[config.mk]
export PLATFORM = sky130hd
export DESIGN_NAME = vmc_chopper_cfg
export DESIGN_NICKNAME = d
export VERILOG_FILES = /design/src/common/vmc_pkg.sv /design/src/core/vmc_chopper_cfg.sv
export SDC_FILE = /design/constraint.sdc
export NUM_CORES = 1
export LEC_CHECK = 0
export BUFFER_PORTS_ARGS = -buffer_cell sky130_fd_sc_hd__buf_2
export CAP_MARGIN = 20
export CORE_MARGIN = 2
export CORE_UTILIZATION = 40
export DETAILED_ROUTE_END_ITERATION = 10
export GPL_ROUTABILITY_DRIVEN = 0
export SLEW_MARGIN = 20
export SYNTH_ARGS = -nofsm -noshare
export SYNTH_HDL_FRONTEND = slang
export SYNTH_SLANG_ARGS = --single-unit
[constraint.sdc]
create_clock -name core_clk -period 44.8 [get_ports core_clk]
set_input_delay 6.72 -clock core_clk [delete_from_list [all_inputs] [get_ports core_clk]]
set_output_delay 6.72 -clock core_clk [all_outputs]
set_load 0.02 [all_outputs]
[src/common/vmc_pkg.sv]
// Constants and register layouts of the voltage-mode chopper configuration block.
// Assumes a 200 MHz core clock and a 32-bit classic Wishbone register port.
package vmc_pkg;

  localparam int          WB_AW  = 8;
  localparam int          WB_DW  = 32;
  localparam int          BYTE_W = 8;
  localparam int          AMP_W  = 8;
  localparam int          PER_W  = 11;

  // Register byte addresses
  localparam logic [7:0]  ADR_GLOBAL_CONFIG = 8'h00;
  localparam logic [7:0]  ADR_HOLD  = 8'h04;
  localparam logic [7:0]  ADR_SPEED = 8'h08;
  localparam logic [7:0]  ADR_PWM   = 8'h0c;
  localparam logic [7:0]  ADR_CHOP  = 8'h10;
  localparam logic [7:0]  ADR_STAT  = 8'h14;
  localparam logic [7:0]  ADR_RDBK  = 8'h18;

  // Timing
  localparam int          CLK_MHZ       = 200;
  localparam int          DLY_TICK_US   = 1;
  localparam int          DLY_TICK_CYC  = DLY_TICK_US * CLK_MHZ;
  localparam logic [7:0]  DLY_TICK_LAST = 8'(DLY_TICK_CYC - 1);
  localparam logic [5:0]  BLANK_BASE    = 6'h10;
  localparam logic [5:0]  BLANK_STEP    = 6'h08;
  localparam logic [10:0] PWM_PER [4]   = '{11'h400, 11'h2ab, 11'h200, 11'h19a};

  // Amplitude arithmetic
  localparam int          VEL_SHIFT = 8;
  localparam logic [3:0]  LIM_LOW   = 4'hf;
  localparam logic [7:0]  AMP_MAX   = 8'hff;
  localparam logic [8:0]  SCALE_MAX = 9'h1fe;

  // Standstill options
  localparam logic [1:0]  SS_OPT_NORMAL = 2'h0;
  localparam logic [1:0]  SS_OPT_LS     = 2'h2;
  localparam logic [1:0]  SS_OPT_HS     = 2'h3;

  // Reset values
  localparam logic [4:0]  HOLD_CUR_RST = 5'h10;
  localparam logic [3:0]  RAMP_DLY_RST = 4'h1;
  localparam logic [7:0]  PDN_DLY_RST  = 8'h14;
  localparam logic [7:0]  OFS_RST      = 8'h24;
  localparam logic [3:0]  GAIN_RST     = 4'h4;
  localparam logic [3:0]  LIM_RST      = 4'hc;
  localparam logic [3:0]  SLOW_DECAY_TIME_RST     = 4'h3;
  localparam logic [1:0]  TBL_RST      = 2'h2;

  typedef struct packed {
    logic [28:0] rsvd;
    logic        autograd;
    logic        autoscale;
    logic        cur_mode_sel;
  } vmc_global_config_t;

  typedef struct packed {
    logic [7:0] rsvd_h;
    logic [7:0] powerdown_delay;
    logic [3:0] rsvd_m;
    logic [3:0] hold_ramp_delay;
    logic [2:0] rsvd_l;
    logic [4:0] hold_current;
  } vmc_hold_t;

  typedef struct packed {
    logic [11:0] rsvd;
    logic [19:0] limit;
  } vmc_speed_t;

  typedef struct packed {
    logic [3:0] switch_amplitude_limit;
    logic [3:0] reg_gain;
    logic [1:0] rsvd_h;
    logic [1:0] standstill_option;
    logic [1:0] rsvd_l;
    logic [1:0] pwm_rate_select;
    logic [7:0] amplitude_gradient;
    logic [7:0] amplitude_offset;
  } vmc_pwm_t;

  typedef struct packed {
    logic [25:0] rsvd;
    logic [1:0]  blanking_select;
    logic [3:0]  slow_decay_time;
  } vmc_chop_t;

  typedef struct packed {
    logic [8:0]  rsvd;
    logic        standstill_applied;
    logic        voltage_mode;
    logic        limit_active;
    logic [19:0] microstep_interval;
  } vmc_stat_t;

  typedef struct packed {
    logic [7:0] rsvd;
    logic [7:0] tuned_gradient_readback;
    logic [7:0] tuned_offset_readback;
    logic [7:0] scale_readback;
  } vmc_rdbk_t;

  typedef struct packed {
    vmc_global_config_t global_config;
    vmc_hold_t  hold;
    vmc_speed_t speed;
    vmc_pwm_t   pwm;
    vmc_chop_t  chop;
  } vmc_cfg_t;

  typedef enum logic [1:0] {SS_RUN, SS_WAIT, SS_APPLY} vmc_ss_t;

endpackage

[src/core/vmc_chopper_cfg.sv]
// Voltage-mode chopper configuration, standstill control and PWM core.
// Assumes a Wishbone classic master and synchronous motor-side inputs.
//
// The placing of the registers and the Wishbone slave port were left to the implementer.
`timescale 1ns/100ps
`default_nettype none

// Function
// [RQ1] Standstill option acts only while hold current setting is zero.
// [RQ2] Option takes effect after powerdown plus hold ramp delay.
// [RQ3] Regulation state freezes while target current is zero.
// [RQ4] Chopper select is register bit XOR pin; one disables voltage mode.
// [RQ5] Voltage mode off while microstep interval below speed limit.
// [RQ6] On switch to voltage mode amplitude limited by 4-bit upper limit.
// [RQ7] Autoscale bit chooses velocity-based or regulated amplitude.
// [RQ8] Autograd bit enables gradient tuning, else user gradient used.
// [RQ9] Rate select gives chopper frequency 2/1024..2/410 of clock; the up-counting period gives 1/1024..1/410.
// [RQ10] Gain 1..15 moves scale 0.5..7.5 steps per fullstep.
// [RQ11] Offset sets velocity-mode offset and seeds tuned offset.
// [RQ12] Gradient sets velocity gradient, seeds tuning, reset from OTP.
// [RQ13] Option: normal, standstill_option, low-side short, high-side short.
// [RQ14] Scale readback frozen while current-mode chopper runs.
// [RQ15] Tuned values read back; cleared bits reload user values.
// [RQ16] Slow decay time zero turns driver off, nonzero enables it.
// [RQ17] Comparator blanked 16/24/32/40 clocks after each switch.
// [RQ18] Parameter changes take effect at the next chopper period.
module vmc_chopper_cfg
  import vmc_pkg::*;
(
  input  wire logic             core_clk,
  input  wire logic             rstn,
  input  wire logic             wb_cyc_i,
  input  wire logic             wb_stb_i,
  input  wire logic             wb_we_i,
  input  wire logic [WB_AW-1:0] wb_adr_i,
  input  wire logic [3:0]       wb_sel_i,
  input  wire logic [WB_DW-1:0] wb_dat_i,
  output logic      [WB_DW-1:0] wb_dat_o,
  output logic                  wb_ack_o,
  input  wire logic             chop_sel_pin,
  input  wire logic [19:0]      microstep_interval,
  input  wire logic             motor_standstill,
  input  wire logic             fullstep_pulse,
  input  wire logic             target_current_zero,
  input  wire logic             current_below_target,
  input  wire logic             comparator_raw,
  input  wire logic [7:0]       otp_gradient,
  output logic                  pwm_out,
  output logic                  bridge_enable,
  output logic                  low_side_short,
  output logic                  high_side_short,
  output logic                  voltage_mode_active,
  output logic                  comparator_valid
);

  // ----------------------------------------------------------------
  // Register port
  // ----------------------------------------------------------------
  vmc_cfg_t         cfg_reg, cfg_next;
  logic             otp_done_reg;
  logic             ack_next;
  logic [WB_DW-1:0] rd_next;
  logic             wb_req, wr_en;
  vmc_stat_t        stat;
  vmc_rdbk_t        rdbk;
  vmc_ss_t          ss_reg, ss_next;
  logic [8:0]       scale_reg, scale_next;
  logic [7:0]       tofs_reg, tofs_next, tgrad_reg, tgrad_next;
  logic             lim_act_reg, lim_act_next;

  assign wb_req = wb_cyc_i && wb_stb_i;
  assign wr_en  = wb_req && wb_we_i && wb_ack_o;

  function automatic logic [WB_DW-1:0] wmask(input logic [WB_DW-1:0] old,
                                             input logic [WB_DW-1:0] d,
                                             input logic [3:0] sel);
    wmask = old;
    for (int i = 0; i < 4; i++) begin
      if (sel[i]) wmask[i*BYTE_W +: BYTE_W] = d[i*BYTE_W +: BYTE_W];
    end
  endfunction

  // Status and readback words
  always_comb begin
    stat = '0;
    stat.standstill_applied = (ss_reg == SS_APPLY);
    stat.voltage_mode       = voltage_mode_active;
    stat.limit_active       = lim_act_reg;
    stat.microstep_interval = microstep_interval;
    rdbk = '0;
    rdbk.scale_readback          = scale_reg[8:1]; // [RQ14]
    rdbk.tuned_offset_readback   = tofs_reg;       // [RQ15]
    rdbk.tuned_gradient_readback = tgrad_reg;
  end

  // Register writes, OTP gradient load, read mux
  always_comb begin
    cfg_next = cfg_reg;
    ack_next = wb_req && !wb_ack_o;
    rd_next  = wb_dat_o;
    if (!otp_done_reg) cfg_next.pwm.amplitude_gradient = otp_gradient; // [RQ12]
    if (wr_en) begin
      case (wb_adr_i)
        ADR_GLOBAL_CONFIG: cfg_next.global_config = wmask(cfg_reg.global_config, wb_dat_i, wb_sel_i);
        ADR_HOLD:  cfg_next.hold  = wmask(cfg_reg.hold, wb_dat_i, wb_sel_i);
        ADR_SPEED: cfg_next.speed = wmask(cfg_reg.speed, wb_dat_i, wb_sel_i);
        ADR_PWM:   cfg_next.pwm   = wmask(cfg_reg.pwm, wb_dat_i, wb_sel_i);
        ADR_CHOP:  cfg_next.chop  = wmask(cfg_reg.chop, wb_dat_i, wb_sel_i);
        default:   ;
      endcase
    end
    cfg_next.global_config.rsvd  = '0;
    cfg_next.hold.rsvd_h = '0;
    cfg_next.hold.rsvd_m = '0;
    cfg_next.hold.rsvd_l = '0;
    cfg_next.speed.rsvd  = '0;
    cfg_next.pwm.rsvd_h  = '0;
    cfg_next.pwm.rsvd_l  = '0;
    cfg_next.chop.rsvd   = '0;
    if (wb_req && !wb_ack_o) begin
      case (wb_adr_i)
        ADR_GLOBAL_CONFIG: rd_next = cfg_reg.global_config;
        ADR_HOLD:  rd_next = cfg_reg.hold;
        ADR_SPEED: rd_next = cfg_reg.speed;
        ADR_PWM:   rd_next = cfg_reg.pwm;
        ADR_CHOP:  rd_next = cfg_reg.chop;
        ADR_STAT:  rd_next = stat;
        ADR_RDBK:  rd_next = rdbk;
        default:   rd_next = '0;
      endcase
    end
  end

  always_ff @(posedge core_clk or negedge rstn) begin
    if (!rstn) begin
      cfg_reg <= '{global_config: '{rsvd: '0, autograd: 1'b1, autoscale: 1'b1,
                            cur_mode_sel: 1'b0},
                   hold:  '{rsvd_h: '0, powerdown_delay: PDN_DLY_RST,
                            rsvd_m: '0, hold_ramp_delay: RAMP_DLY_RST,
                            rsvd_l: '0, hold_current: HOLD_CUR_RST},
                   speed: '0,
                   pwm:   '{switch_amplitude_limit: LIM_RST,
                            reg_gain: GAIN_RST, rsvd_h: '0,
                            standstill_option: SS_OPT_NORMAL, rsvd_l: '0,
                            pwm_rate_select: '0, amplitude_gradient: '0,
                            amplitude_offset: OFS_RST},
                   chop:  '{rsvd: '0, blanking_select: TBL_RST,
                            slow_decay_time: SLOW_DECAY_TIME_RST}};
      otp_done_reg <= 1'b0;
      wb_ack_o     <= 1'b0;
      wb_dat_o     <= '0;
    end else begin
      cfg_reg      <= cfg_next;
      otp_done_reg <= 1'b1;
      wb_ack_o     <= ack_next;
      wb_dat_o     <= rd_next;
    end
  end

  // ----------------------------------------------------------------
  // Mode selection and standstill sequencing
  // ----------------------------------------------------------------
  logic       vm_next, drv_en, applied, run;
  logic [7:0] tick_reg, tick_next;
  logic [8:0] dly_reg, dly_next;
  logic       tick;

  assign drv_en  = (cfg_reg.chop.slow_decay_time != '0); // [RQ16]
  assign tick    = (tick_reg == DLY_TICK_LAST);
  assign applied = (ss_reg == SS_APPLY) && voltage_mode_active &&
                   (cfg_reg.pwm.standstill_option != SS_OPT_NORMAL); // [RQ13]
  assign run     = voltage_mode_active && drv_en && !applied;

  always_comb begin
    vm_next = !(cfg_reg.global_config.cur_mode_sel ^ chop_sel_pin) &&     // [RQ4]
              !(microstep_interval < cfg_reg.speed.limit);        // [RQ5]
    tick_next = tick ? '0 : tick_reg + 8'h01;
    ss_next   = ss_reg;
    dly_next  = dly_reg;
    if (!motor_standstill || cfg_reg.hold.hold_current != '0) begin // [RQ1]
      ss_next = SS_RUN;
    end else begin
      unique case (ss_reg)
        SS_RUN: begin
          ss_next  = SS_WAIT;
          tick_next = '0;                                         // [RQ2] Whole first tick
          dly_next = 9'(cfg_reg.hold.powerdown_delay) +
                     9'(cfg_reg.hold.hold_ramp_delay);             // [RQ2]
        end
        SS_WAIT: begin
          if (dly_reg == '0) ss_next = SS_APPLY;                  // [RQ2]
          else if (tick) dly_next = dly_reg - 9'h001;
        end
        SS_APPLY: ;
      endcase
    end
  end

  always_ff @(posedge core_clk or negedge rstn) begin
    if (!rstn) begin
      voltage_mode_active <= 1'b0;
      tick_reg            <= '0;
      ss_reg              <= SS_RUN;
      dly_reg             <= '0;
    end else begin
      voltage_mode_active <= vm_next;
      tick_reg            <= tick_next;
      ss_reg              <= ss_next;
      dly_reg             <= dly_next;
    end
  end

  // ----------------------------------------------------------------
  // Amplitude regulation and tuning
  // ----------------------------------------------------------------
  logic        reg_upd, up;
  logic [9:0]  scale_up;
  logic [7:0]  gsel, osel, amp, lim_val;
  logic [19:0] gterm;
  logic [20:0] amp_sum;

  assign reg_upd = fullstep_pulse && voltage_mode_active &&
                   !target_current_zero;                         // [RQ3] [RQ14]
  assign up      = current_below_target;
  assign scale_up = 10'(scale_reg) + 10'(cfg_reg.pwm.reg_gain);
  assign lim_val = {cfg_reg.pwm.switch_amplitude_limit, LIM_LOW};

  function automatic logic [7:0] step8(input logic [7:0] v, input logic inc);
    step8 = inc ? ((v == AMP_MAX) ? v : v + 8'h01) : ((v == '0) ? v : v - 8'h01);
  endfunction

  always_comb begin
    scale_next   = scale_reg;
    tofs_next    = tofs_reg;
    tgrad_next   = tgrad_reg;
    lim_act_next = lim_act_reg;
    // Gain counts half steps of the scale value
    if (reg_upd && cfg_reg.global_config.autoscale) begin                  // [RQ10]
      if (up) scale_next = (scale_up > 10'(SCALE_MAX)) ? SCALE_MAX : scale_up[8:0];
      else scale_next = (scale_reg < 9'(cfg_reg.pwm.reg_gain)) ? '0 :
                        scale_reg - 9'(cfg_reg.pwm.reg_gain);
    end
    if (!cfg_reg.global_config.autoscale) tofs_next = cfg_reg.pwm.amplitude_offset; // [RQ11] [RQ15]
    else if (reg_upd && motor_standstill) tofs_next = step8(tofs_reg, up);
    if (!otp_done_reg) tgrad_next = otp_gradient;                  // [RQ12]
    else if (!cfg_reg.global_config.autoscale || !cfg_reg.global_config.autograd)
      tgrad_next = cfg_reg.pwm.amplitude_gradient;                 // [RQ8] [RQ15]
    else if (reg_upd && !motor_standstill) tgrad_next = step8(tgrad_reg, up);
    if (vm_next && !voltage_mode_active) lim_act_next = 1'b1;      // [RQ6]
    else if (fullstep_pulse) lim_act_next = 1'b0;
  end

  // Amplitude: offset plus velocity term, optional regulator scale
  always_comb begin
    osel  = cfg_reg.global_config.autoscale ? tofs_reg : cfg_reg.pwm.amplitude_offset; // [RQ7] [RQ11]
    gsel  = (cfg_reg.global_config.autoscale && cfg_reg.global_config.autograd) ?
            tgrad_reg : cfg_reg.pwm.amplitude_gradient;             // [RQ8] [RQ12]
    gterm = (microstep_interval == '0) ? '0 :
            (20'(gsel) << VEL_SHIFT) / microstep_interval;
    amp_sum = 21'(osel) + 21'(gterm) +
              (cfg_reg.global_config.autoscale ? 21'(scale_reg[8:1]) : 21'h0); // [RQ7]
    amp = (amp_sum > 21'(AMP_MAX)) ? AMP_MAX : amp_sum[7:0];
    if (lim_act_reg && amp > lim_val) amp = lim_val;               // [RQ6]
  end

  always_ff @(posedge core_clk or negedge rstn) begin
    if (!rstn) begin
      scale_reg   <= '0;
      tofs_reg    <= OFS_RST;
      tgrad_reg   <= '0;
      lim_act_reg <= 1'b0;
    end else begin
      scale_reg   <= scale_next;
      tofs_reg    <= tofs_next;
      tgrad_reg   <= tgrad_next;
      lim_act_reg <= lim_act_next;
    end
  end

  // ----------------------------------------------------------------
  // PWM period, bridge outputs and comparator blanking
  // ----------------------------------------------------------------
  logic [PER_W-1:0] cnt_reg, cnt_next, per_reg, per_next, duty_reg, duty_next;
  logic [PER_W-1:0] per_sel;
  logic [18:0]      duty_prod;
  logic [5:0]       blank_reg, blank_next, blank_len;
  logic             wrap, pwm_next;

  assign per_sel   = PWM_PER[cfg_reg.pwm.pwm_rate_select];          // [RQ9]
  assign wrap      = (cnt_reg >= per_reg - 11'h001);
  assign duty_prod = 19'(amp) * 19'(per_sel);
  assign blank_len = BLANK_BASE + BLANK_STEP * 6'(cfg_reg.chop.blanking_select); // [RQ17]

  always_comb begin
    cnt_next  = wrap ? '0 : cnt_reg + 11'h001;
    per_next  = per_reg;
    duty_next = duty_reg;
    if (wrap) begin                                                // [RQ18]
      per_next  = per_sel;
      duty_next = duty_prod[18:8];
    end
    pwm_next   = run && (cnt_reg < duty_reg);
    blank_next = (pwm_next != pwm_out) ? blank_len :
                 ((blank_reg != '0) ? blank_reg - 6'h01 : blank_reg); // [RQ17]
  end

  always_ff @(posedge core_clk or negedge rstn) begin
    if (!rstn) begin
      cnt_reg          <= '0;
      per_reg          <= PWM_PER[0];
      duty_reg         <= '0;
      pwm_out          <= 1'b0;
      blank_reg        <= '0;
      comparator_valid <= 1'b0;
      bridge_enable    <= 1'b0;
      low_side_short   <= 1'b0;
      high_side_short  <= 1'b0;
    end else begin
      cnt_reg          <= cnt_next;
      per_reg          <= per_next;
      duty_reg         <= duty_next;
      pwm_out          <= pwm_next;
      blank_reg        <= blank_next;
      comparator_valid <= comparator_raw && (blank_reg == '0);
      bridge_enable    <= drv_en && !applied;                      // [RQ13] [RQ16]
      low_side_short   <= drv_en && applied && cfg_reg.pwm.standstill_option == SS_OPT_LS;
      high_side_short  <= drv_en && applied && cfg_reg.pwm.standstill_option == SS_OPT_HS;
    end
  end
endmodule

`default_nettype wire

==> summary.json, run 1 <==
{
  "outcome": {"value": "complete, no violations"},
  "ys_ff_latch": {"value": 192},
  "grt_overflow_total": {"value": 0},
  "start_util": {"value": 40.40, "unit": "%"},
  "clock-skew-final": {"value": 0.02265, "unit": "ns"},
  "largest_register_ffs": {"value": 74},
  "root_buffer": {"value": "clkbuf_16"},
  "combPwrFrac": {"value": 42.2, "unit": "%"},
  "total_leakage_power": {"value": 17.68, "unit": "nW"},
  "async_flop_share": {"value": 100.0, "unit": "%"},
  "finalNonFillerCells": {"value": 4837},
  "synth.avg_cell_area": {"value": 8.109, "unit": "um2"},
  "detail-route-antenna-nets": {"value": 0},
  "power.share.clock": {"value": 26.2, "unit": "%"},
  "initial_drt_markers": {"value": 2137},
  "dp.cells": {"value": 4734},
  "critical_path.endpoint_type": {"value": "register"},
  "final_max_slew_viol_count": {"value": 0},
  "internal_dissipation": {"value": 387.1, "unit": "uW"},
  "syn-cell-area": {"value": 25440, "unit": "um2"},
  "synth_most_common_cell": {"value": "ha_1"},
  "smallest_hold_slack": {"value": 0.4497, "unit": "ns"},
  "finalHoldViolations": {"value": 0},
  "seqPwrFrac": {"value": 31.6, "unit": "%"},
  "count_of_different_cell_masters_after_synthesis": {"value": 105},
  "post_synthesis_to_final_layout_area_growth": {"value": 38.03, "unit": "%"},
  "yosys_warning_count": {"value": 0},
  "rsz0062_at_grt": {"value": "yes"},
  "cp_common_cell": {"value": "a21o_1"},
  "critPathLaunchType": {"value": "primary input"},
  "share_of_cells_above_drive_strength_1": {"value": 34.18, "unit": "%"},
  "post-route-worst-setup-slack": {"value": 0.04363, "unit": "ns"},
  "antenna_found_initial": {"value": 5},
  "yosys.area.top_type_share": {"value": 17.22, "unit": "%"},
  "rows": {"value": 92},
  "criticalPathCategory": {"value": "in -> reg"},
  "period_minus_slack": {"value": 44.76, "unit": "ns"},
  "grtUsageTotal": {"value": 27.63, "unit": "%"},
  "cap_violations": {"value": 0},
  "port_buffers": {"value": 121},
  "routed_wire_per_std_cell": {"value": 19.47, "unit": "um"},
  "place_worst_setup_slack": {"value": -1.102, "unit": "ns"},
  "cpMaxStageDelayCell": {"value": "or4_4"},
  "syn_inst": {"value": 3137},
  "chipHeight": {"value": 256.2, "unit": "um"},
  "pin_count_of_the_biggest_net_entering_global_routing": {"value": 127},
  "netSwitchingPower": {"value": 216.3, "unit": "uW"},
  "setup_viol_count_final": {"value": 0},
  "largest_stage_delay_worst_path": {"value": 0.60, "unit": "ns"},
  "final_core_utilization": {"value": 55.76, "unit": "%"},
  "core_area": {"value": 62970, "unit": "um2"},
  "timing.setup.tns": {"value": 0, "unit": "ns"},
  "cts_tree": {"value": "yes"},
  "ys.flop_type": {"value": "dfrtp_1"},
  "width_of_the_die": {"value": 256.2, "unit": "um"},
  "finish.net_count": {"value": 4448},
  "die_area": {"value": 65630, "unit": "um2"},
  "detailroute.via_count": {"value": 27150},
  "hpwl": {"value": 74.10, "unit": "mm"},
  "post_drt_via_cell_ratio": {"value": 5.612},
  "power.ir.vdd_worst": {"value": 24.55, "unit": "uV"},
  "drc": {"value": 0},
  "holdCritPathClass": {"value": "reg -> reg"},
  "post-route-period-util": {"value": 99.90, "unit": "%"},
  "synthTopCellsByCount": {"value": "ha_1, nand2_1, nor2_1"},
  "first_pass_iters": {"value": 6},
  "route.final.wire_length": {"value": 94.17, "unit": "mm"},
  "synth.top_cells.by_area": {"value": "dfrtp_1, ha_1, nand2_1, mux2_2, fa_1"},
  "hold_buffers": {"value": 0},
  "synth_largest_area_cell": {"value": "dfrtp_1"},
  "first_global_vias": {"value": 25990},
  "clock_insertion_delay_worst_skew": {"value": 0.45, "unit": "ns"},
  "grt_first_pass_wirelength": {"value": 145.0, "unit": "mm"},
  "arrival": {"value": 45.11, "unit": "ns"},
  "filler_cell_count": {"value": 5813},
  "clock-sinks": {"value": 192},
  "path_max_fanout": {"value": 8},
  "clock_tree.htree_level_count": {"value": 4},
  "power.switching_fraction": {"value": 35.85, "unit": "%"},
  "critPathRequiredTime": {"value": 45.16, "unit": "ns"},
  "clk_pin_slew_worst_paths": {"value": 0.08, "unit": "ns"},
  "synth.yosys.seq_area_share": {"value": 18.97, "unit": "%"},
  "cts.path.max_buffers": {"value": 2},
  "final-seq-area": {"value": 4826, "unit": "um2"},
  "relative_slew_margins": {"value": 26.97, "unit": "%"},
  "cellPowerDensity": {"value": 17.19, "unit": "nW/um2"},
  "numCtsBuffers": {"value": 17},
  "fmaxAchievable": {"value": 22.34, "unit": "MHz"},
  "multi_input_comb_area": {"value": 21100, "unit": "um2"},
  "least_margin_pin_slew": {"value": 1.086, "unit": "ns"},
  "synth_edf_count": {"value": 0},
  "design.portCount": {"value": 122}
}
## routing by layer
| layer | routed length [um] | GRT usage, % |
|---|---|---|
| met2 | 41770 | 43.47 |
| met3 | 6864 | 3.470 |
| met1 | 42950 | 39.73 |
| met5 | 17 | 0 |
| met4 | 2568 | 7.391 |
## critical path: cells and delay by family
family                   cells  cell delay [ns]
AND/OR/NAND/NOR             40             7.23
buffers and inverters       20             2.13
AO/OA/AOI/OAI               97            19.17
multiplexers                 6             1.65
adder cells (fa/ha/maj)     27             8.10
## power by group through the flow
stage          clock network, mW  registers [mW]  logic [mW]
2_1_floorplan                  0           0.191       0.138
3_3_place_gp                   0           0.193       0.235
3_5_place_dp                   0           0.193       0.237
4_1_cts                    0.160           0.190       0.241
5_1_grt                    0.167           0.192       0.278
6_report                   0.158           0.191       0.255
## layout make-up
type	instances	share of cell area, %
antenna	3	0.02138
clock buffer	20	1.272
clock inverter	12	0.4098
inverter	217	2.373
multi-input combinational	2637	60.11
sequential	192	13.74
tap	846	3.015
timing repair buffer	910	19.06
## placed cells by master (no fill, tap or decap), drive strengths merged, types with 22 or more instances in the layout
| cell type | Yosys | routed |
|---|---|---|
| mux2i | 35 | 35 |
| and2 | 50 | 50 |
| fa | 52 | 52 |
| xor2 | 76 | 76 |
| a21boi | 25 | 25 |
| nand3 | 72 | 72 |
| or3 | 32 | 32 |
| and3 | 31 | 31 |
| dfrtp | 175 | 175 |
| nor2b | 39 | 39 |
| xnor2 | 97 | 97 |
| a31oi | 29 | 29 |
| a22o | 22 | 22 |
| o21a | 46 | 46 |
| o211ai | 29 | 29 |
| nand2 | 311 | 311 |
| nand2b | 27 | 27 |
| a21oi | 200 | 200 |
| o21bai | 25 | 25 |
| nor2 | 257 | 258 |
| buf | 19 | 910 |
| ha | 338 | 338 |
| nand4 | 31 | 31 |
| mux2 | 98 | 98 |
| nor3 | 80 | 80 |
| a21o | 128 | 128 |
| a211oi | 24 | 24 |
| nor4 | 23 | 23 |
| inv | 216 | 220 |
| o21ai | 202 | 202 |
## through the flow
| stage | total power [mW] | area (um2) |
|---|---|---|
| after global routing | 0.6367 | 35110 |
| after CTS | 0.5912 | 33830 |
| after floorplan | 0.3286 | 26480 |
| after global placement | 0.4286 | 32950 |
| after detailed placement | 0.4301 | 32950 |
| final | 0.6034 | 35110 |
## kinds of logic (layout without fill, tap and decap cells)
logic type      after synthesis  after routing  synth area share [%]
buf+inv                     312           1159                 4.673
flops                       192            192                 18.97
simple gates               1000           1001                 18.89
fa+ha+maj                   390            390                 20.72
xor+xnor                    173            173                 5.957
compound gates              935            935                 25.00
mux                         133            133                 5.760
other cells                   2              8               0.02952
## what timing repair did
action	CTS	global route
pin swaps	27	179
gates resized for setup	36	205
cloned	1	1
buffers inserted	16	51
setup endpoints to repair	11	11
## worst paths after layout
check | startpoint | endpoint | slack (ns) | depth (start not counted)
hold reg to reg | tick_reg[0]$_DFF_PN0_ | tick_reg[0]$_DFF_PN0_ | 0.45 | 1
setup reg to reg | cfg_reg[129]$_DFFE_PN1P_ | duty_reg[5]$_DFFE_PN0N_ | 5.69 | 183
max in group asynchronous | rstn | wb_dat_o[9]$_DFFE_PN0P_ | 36.93 | 2
setup / recovery | microstep_interval[0] | duty_reg[5]$_DFFE_PN0N_ | 0.04 | 190
hold / removal | tick_reg[0]$_DFF_PN0_ | tick_reg[0]$_DFF_PN0_ | 0.45 | 1
min in group asynchronous | rstn | tick_reg[7]$_DFF_PN0_ | 6.36 | 1
No activity file was read; power rests on OpenSTA's default activity.
==> run 2, diff against run 1 <==
- PLACE_DENSITY_LB_ADDON: unset -> 0.25
==> summary.json, run 2 (synthesis results as in run 1) <==
{
  "rows": {"value": 92},
  "detail-route-antenna-nets": {"value": 0},
  "route.final.wire_length": {"value": 95.41, "unit": "mm"},
  "critPathLaunchType": {"value": "primary input"},
  "setup_viol_count_final": {"value": 11},
  "clock_insertion_delay_worst_skew": {"value": 0.44, "unit": "ns"},
  "combined_buffer_and_inverter_count_along_the_critical_path": {"value": 21},
  "failing_checks": {"value": "setup timing"},
  "clk_pin_slew_worst_paths": {"value": 0.08, "unit": "ns"},
  "cp_common_cell": {"value": "a21o_1"},
  "min_delay_worst_endpoint": {"value": "tick_reg[0]$_DFF_PN0_"},
  "post-route-period-util": {"value": 101.2, "unit": "%"},
  "hpwl": {"value": 74.29, "unit": "mm"},
  "least_margin_pin_slew": {"value": 1.106, "unit": "ns"},
  "root_buffer": {"value": "clkbuf_16"},
  "place_worst_setup_slack": {"value": -1.289, "unit": "ns"},
  "post_drt_via_cell_ratio": {"value": 5.626},
  "relative_slew_margins": {"value": 25.60, "unit": "%"},
  "timing.hold.worst.start": {"value": "tick_reg[0]$_DFF_PN0_"},
  "cts.path.max_buffers": {"value": 2},
  "outcome": {"value": "finished, violations left"},
  "post_synthesis_to_final_layout_area_growth": {"value": 39.43, "unit": "%"},
  "cp-startpoint": {"value": "microstep_interval[10]"},
  "cts_tree": {"value": "yes"},
  "register_to_register_path_setup_slack": {"value": 4.88, "unit": "ns"},
  "total_leakage_power": {"value": 17.85, "unit": "nW"},
  "finalHoldViolations": {"value": 0},
  "cap_violations": {"value": 0},
  "timing.hold.worst_path_depth": {"value": 1},
  "fmaxAchievable": {"value": 22.05, "unit": "MHz"},
  "finalNonFillerCells": {"value": 4858},
  "design.portCount": {"value": 122},
  "criticalPathCategory": {"value": "in -> reg"},
  "numCtsBuffers": {"value": 17},
  "port_buffers": {"value": 121},
  "grtUsageTotal": {"value": 27.70, "unit": "%"},
  "routed_wire_per_std_cell": {"value": 19.64, "unit": "um"},
  "die_area": {"value": 65630, "unit": "um2"},
  "width_of_the_die": {"value": 256.2, "unit": "um"},
  "clock-skew-final": {"value": 0.01887, "unit": "ns"},
  "arrival": {"value": 45.65, "unit": "ns"},
  "grt_overflow_total": {"value": 0},
  "power.ir.vdd_worst": {"value": 30.82, "unit": "uV"},
  "fin_area": {"value": 35470, "unit": "um2"},
  "largest_register_ffs": {"value": 74},
  "pin_count_of_the_biggest_net_entering_global_routing": {"value": 67},
  "detailroute.via_count": {"value": 27330},
  "antenna_found_initial": {"value": 7},
  "share_of_cells_above_drive_strength_1": {"value": 34.96, "unit": "%"},
  "first_global_vias": {"value": 25970},
  "grt_first_pass_wirelength": {"value": 145.6, "unit": "mm"},
  "layout.cells.most_common": {"value": "buf_4"},
  "start_util": {"value": 40.40, "unit": "%"},
  "initial_drt_markers": {"value": 2259},
  "critical_path.endpoint_type": {"value": "register"},
  "largest_stage_delay_worst_path": {"value": 0.61, "unit": "ns"},
  "rsz0062_at_grt": {"value": "yes"},
  "cellPowerDensity": {"value": 17.07, "unit": "nW/um2"},
  "first_pass_iters": {"value": 7},
  "r2r-end": {"value": "duty_reg[9]$_DFFE_PN0N_"},
  "dp.cells": {"value": 4716},
  "clock-sinks": {"value": 192},
  "most-common-layout-cells": {"value": "buf_4, nand2_1, ha_1, nor2_1, inv_1"},
  "worst_r2r_startpoint": {"value": "cfg_reg[129]$_DFFE_PN1P_"},
  "period_minus_slack": {"value": 45.34, "unit": "ns"},
  "core_area": {"value": 62970, "unit": "um2"},
  "cpMaxStageDelayCell": {"value": "or4_4"},
  "report.power.total": {"value": 605.4, "unit": "uW"},
  "post-route-worst-setup-slack": {"value": -0.5428, "unit": "ns"},
  "finish.net_count": {"value": 4468},
  "critPathRequiredTime": {"value": 45.11, "unit": "ns"},
  "path_max_fanout": {"value": 8},
  "depth_of_the_worst_register_to_register_path": {"value": 192},
  "worst_path_dominant_cell_family": {"value": "compound AO/OA/AOI/OAI gates"},
  "holdCritPathClass": {"value": "reg -> reg"},
  "smallest_hold_slack": {"value": 0.4498, "unit": "ns"},
  "chipHeight": {"value": 256.2, "unit": "um"},
  "detailed_place.area": {"value": 32820, "unit": "um2"},
  "clock_tree.htree_level_count": {"value": 4},
  "drc": {"value": 0},
  "final_max_slew_viol_count": {"value": 0}
}
-- run 2: repair_timing --
item / 4_1_cts / 5_1_grt
buffers inserted: 28 / 75
pin swaps: 24 / 183
setup endpoints to repair: 11 / 11
cloned: 2 / 1
hold buffers: 0 / 0
gates resized for setup: 48 / 206
-- run 2: metrics by stage --
stage,util [%],setup TNS [ns]
floorplan,-,-0.05925
global placement,52.12,-4.346
global route,56.32,-20.55
CTS,53.77,-0.009802
detailed placement,52.12,-11.88
finish,56.33,-3.916
-- run 2: routing by layer --
layer / global-route usage (%) / part of all wire [%]
met4: 7.018 / 2.8
met1: 39.30 / 45
met2: 44.25 / 45
met5: 0 / 0
met3: 3.697 / 7.1
-- run 2: cell type report --
type                       count  area, um2
antenna                        4      10.01
inverter                     217      828.3
timing repair buffer         930       6832
tap                          846       1059
multi-input combinational   2637      21310
clock inverter                13      163.9
sequential                   192       4826
clock buffer                  19      442.9
fill                        5714      27500
-- run 2: worst max path at each step --
| stage | end | slack (ns) | cells after the start |
|---|---|---|---|
| after floorplan | duty_reg[5]$_DFFE_PN0N_ | -0.06 | 207 |
| after global placement | duty_reg[9]$_DFFE_PN0N_ | -0.55 | 199 |
| after detailed placement | duty_reg[5]$_DFFE_PN0N_ | -1.29 | 197 |
| after CTS | duty_reg[9]$_DFFE_PN0N_ | -0.01 | 204 |
| after global routing | duty_reg[9]$_DFFE_PN0N_ | -2.05 | 204 |
| final | duty_reg[9]$_DFFE_PN0N_ | -0.54 | 200 |
-- run 2: report_power, final --
| part | internal [mW] | switching [mW] |
|---|---|---|
| clock network | 0.0818 | 0.0783 |
| logic | 0.124 | 0.130 |
| registers | 0.181 | 0.00914 |
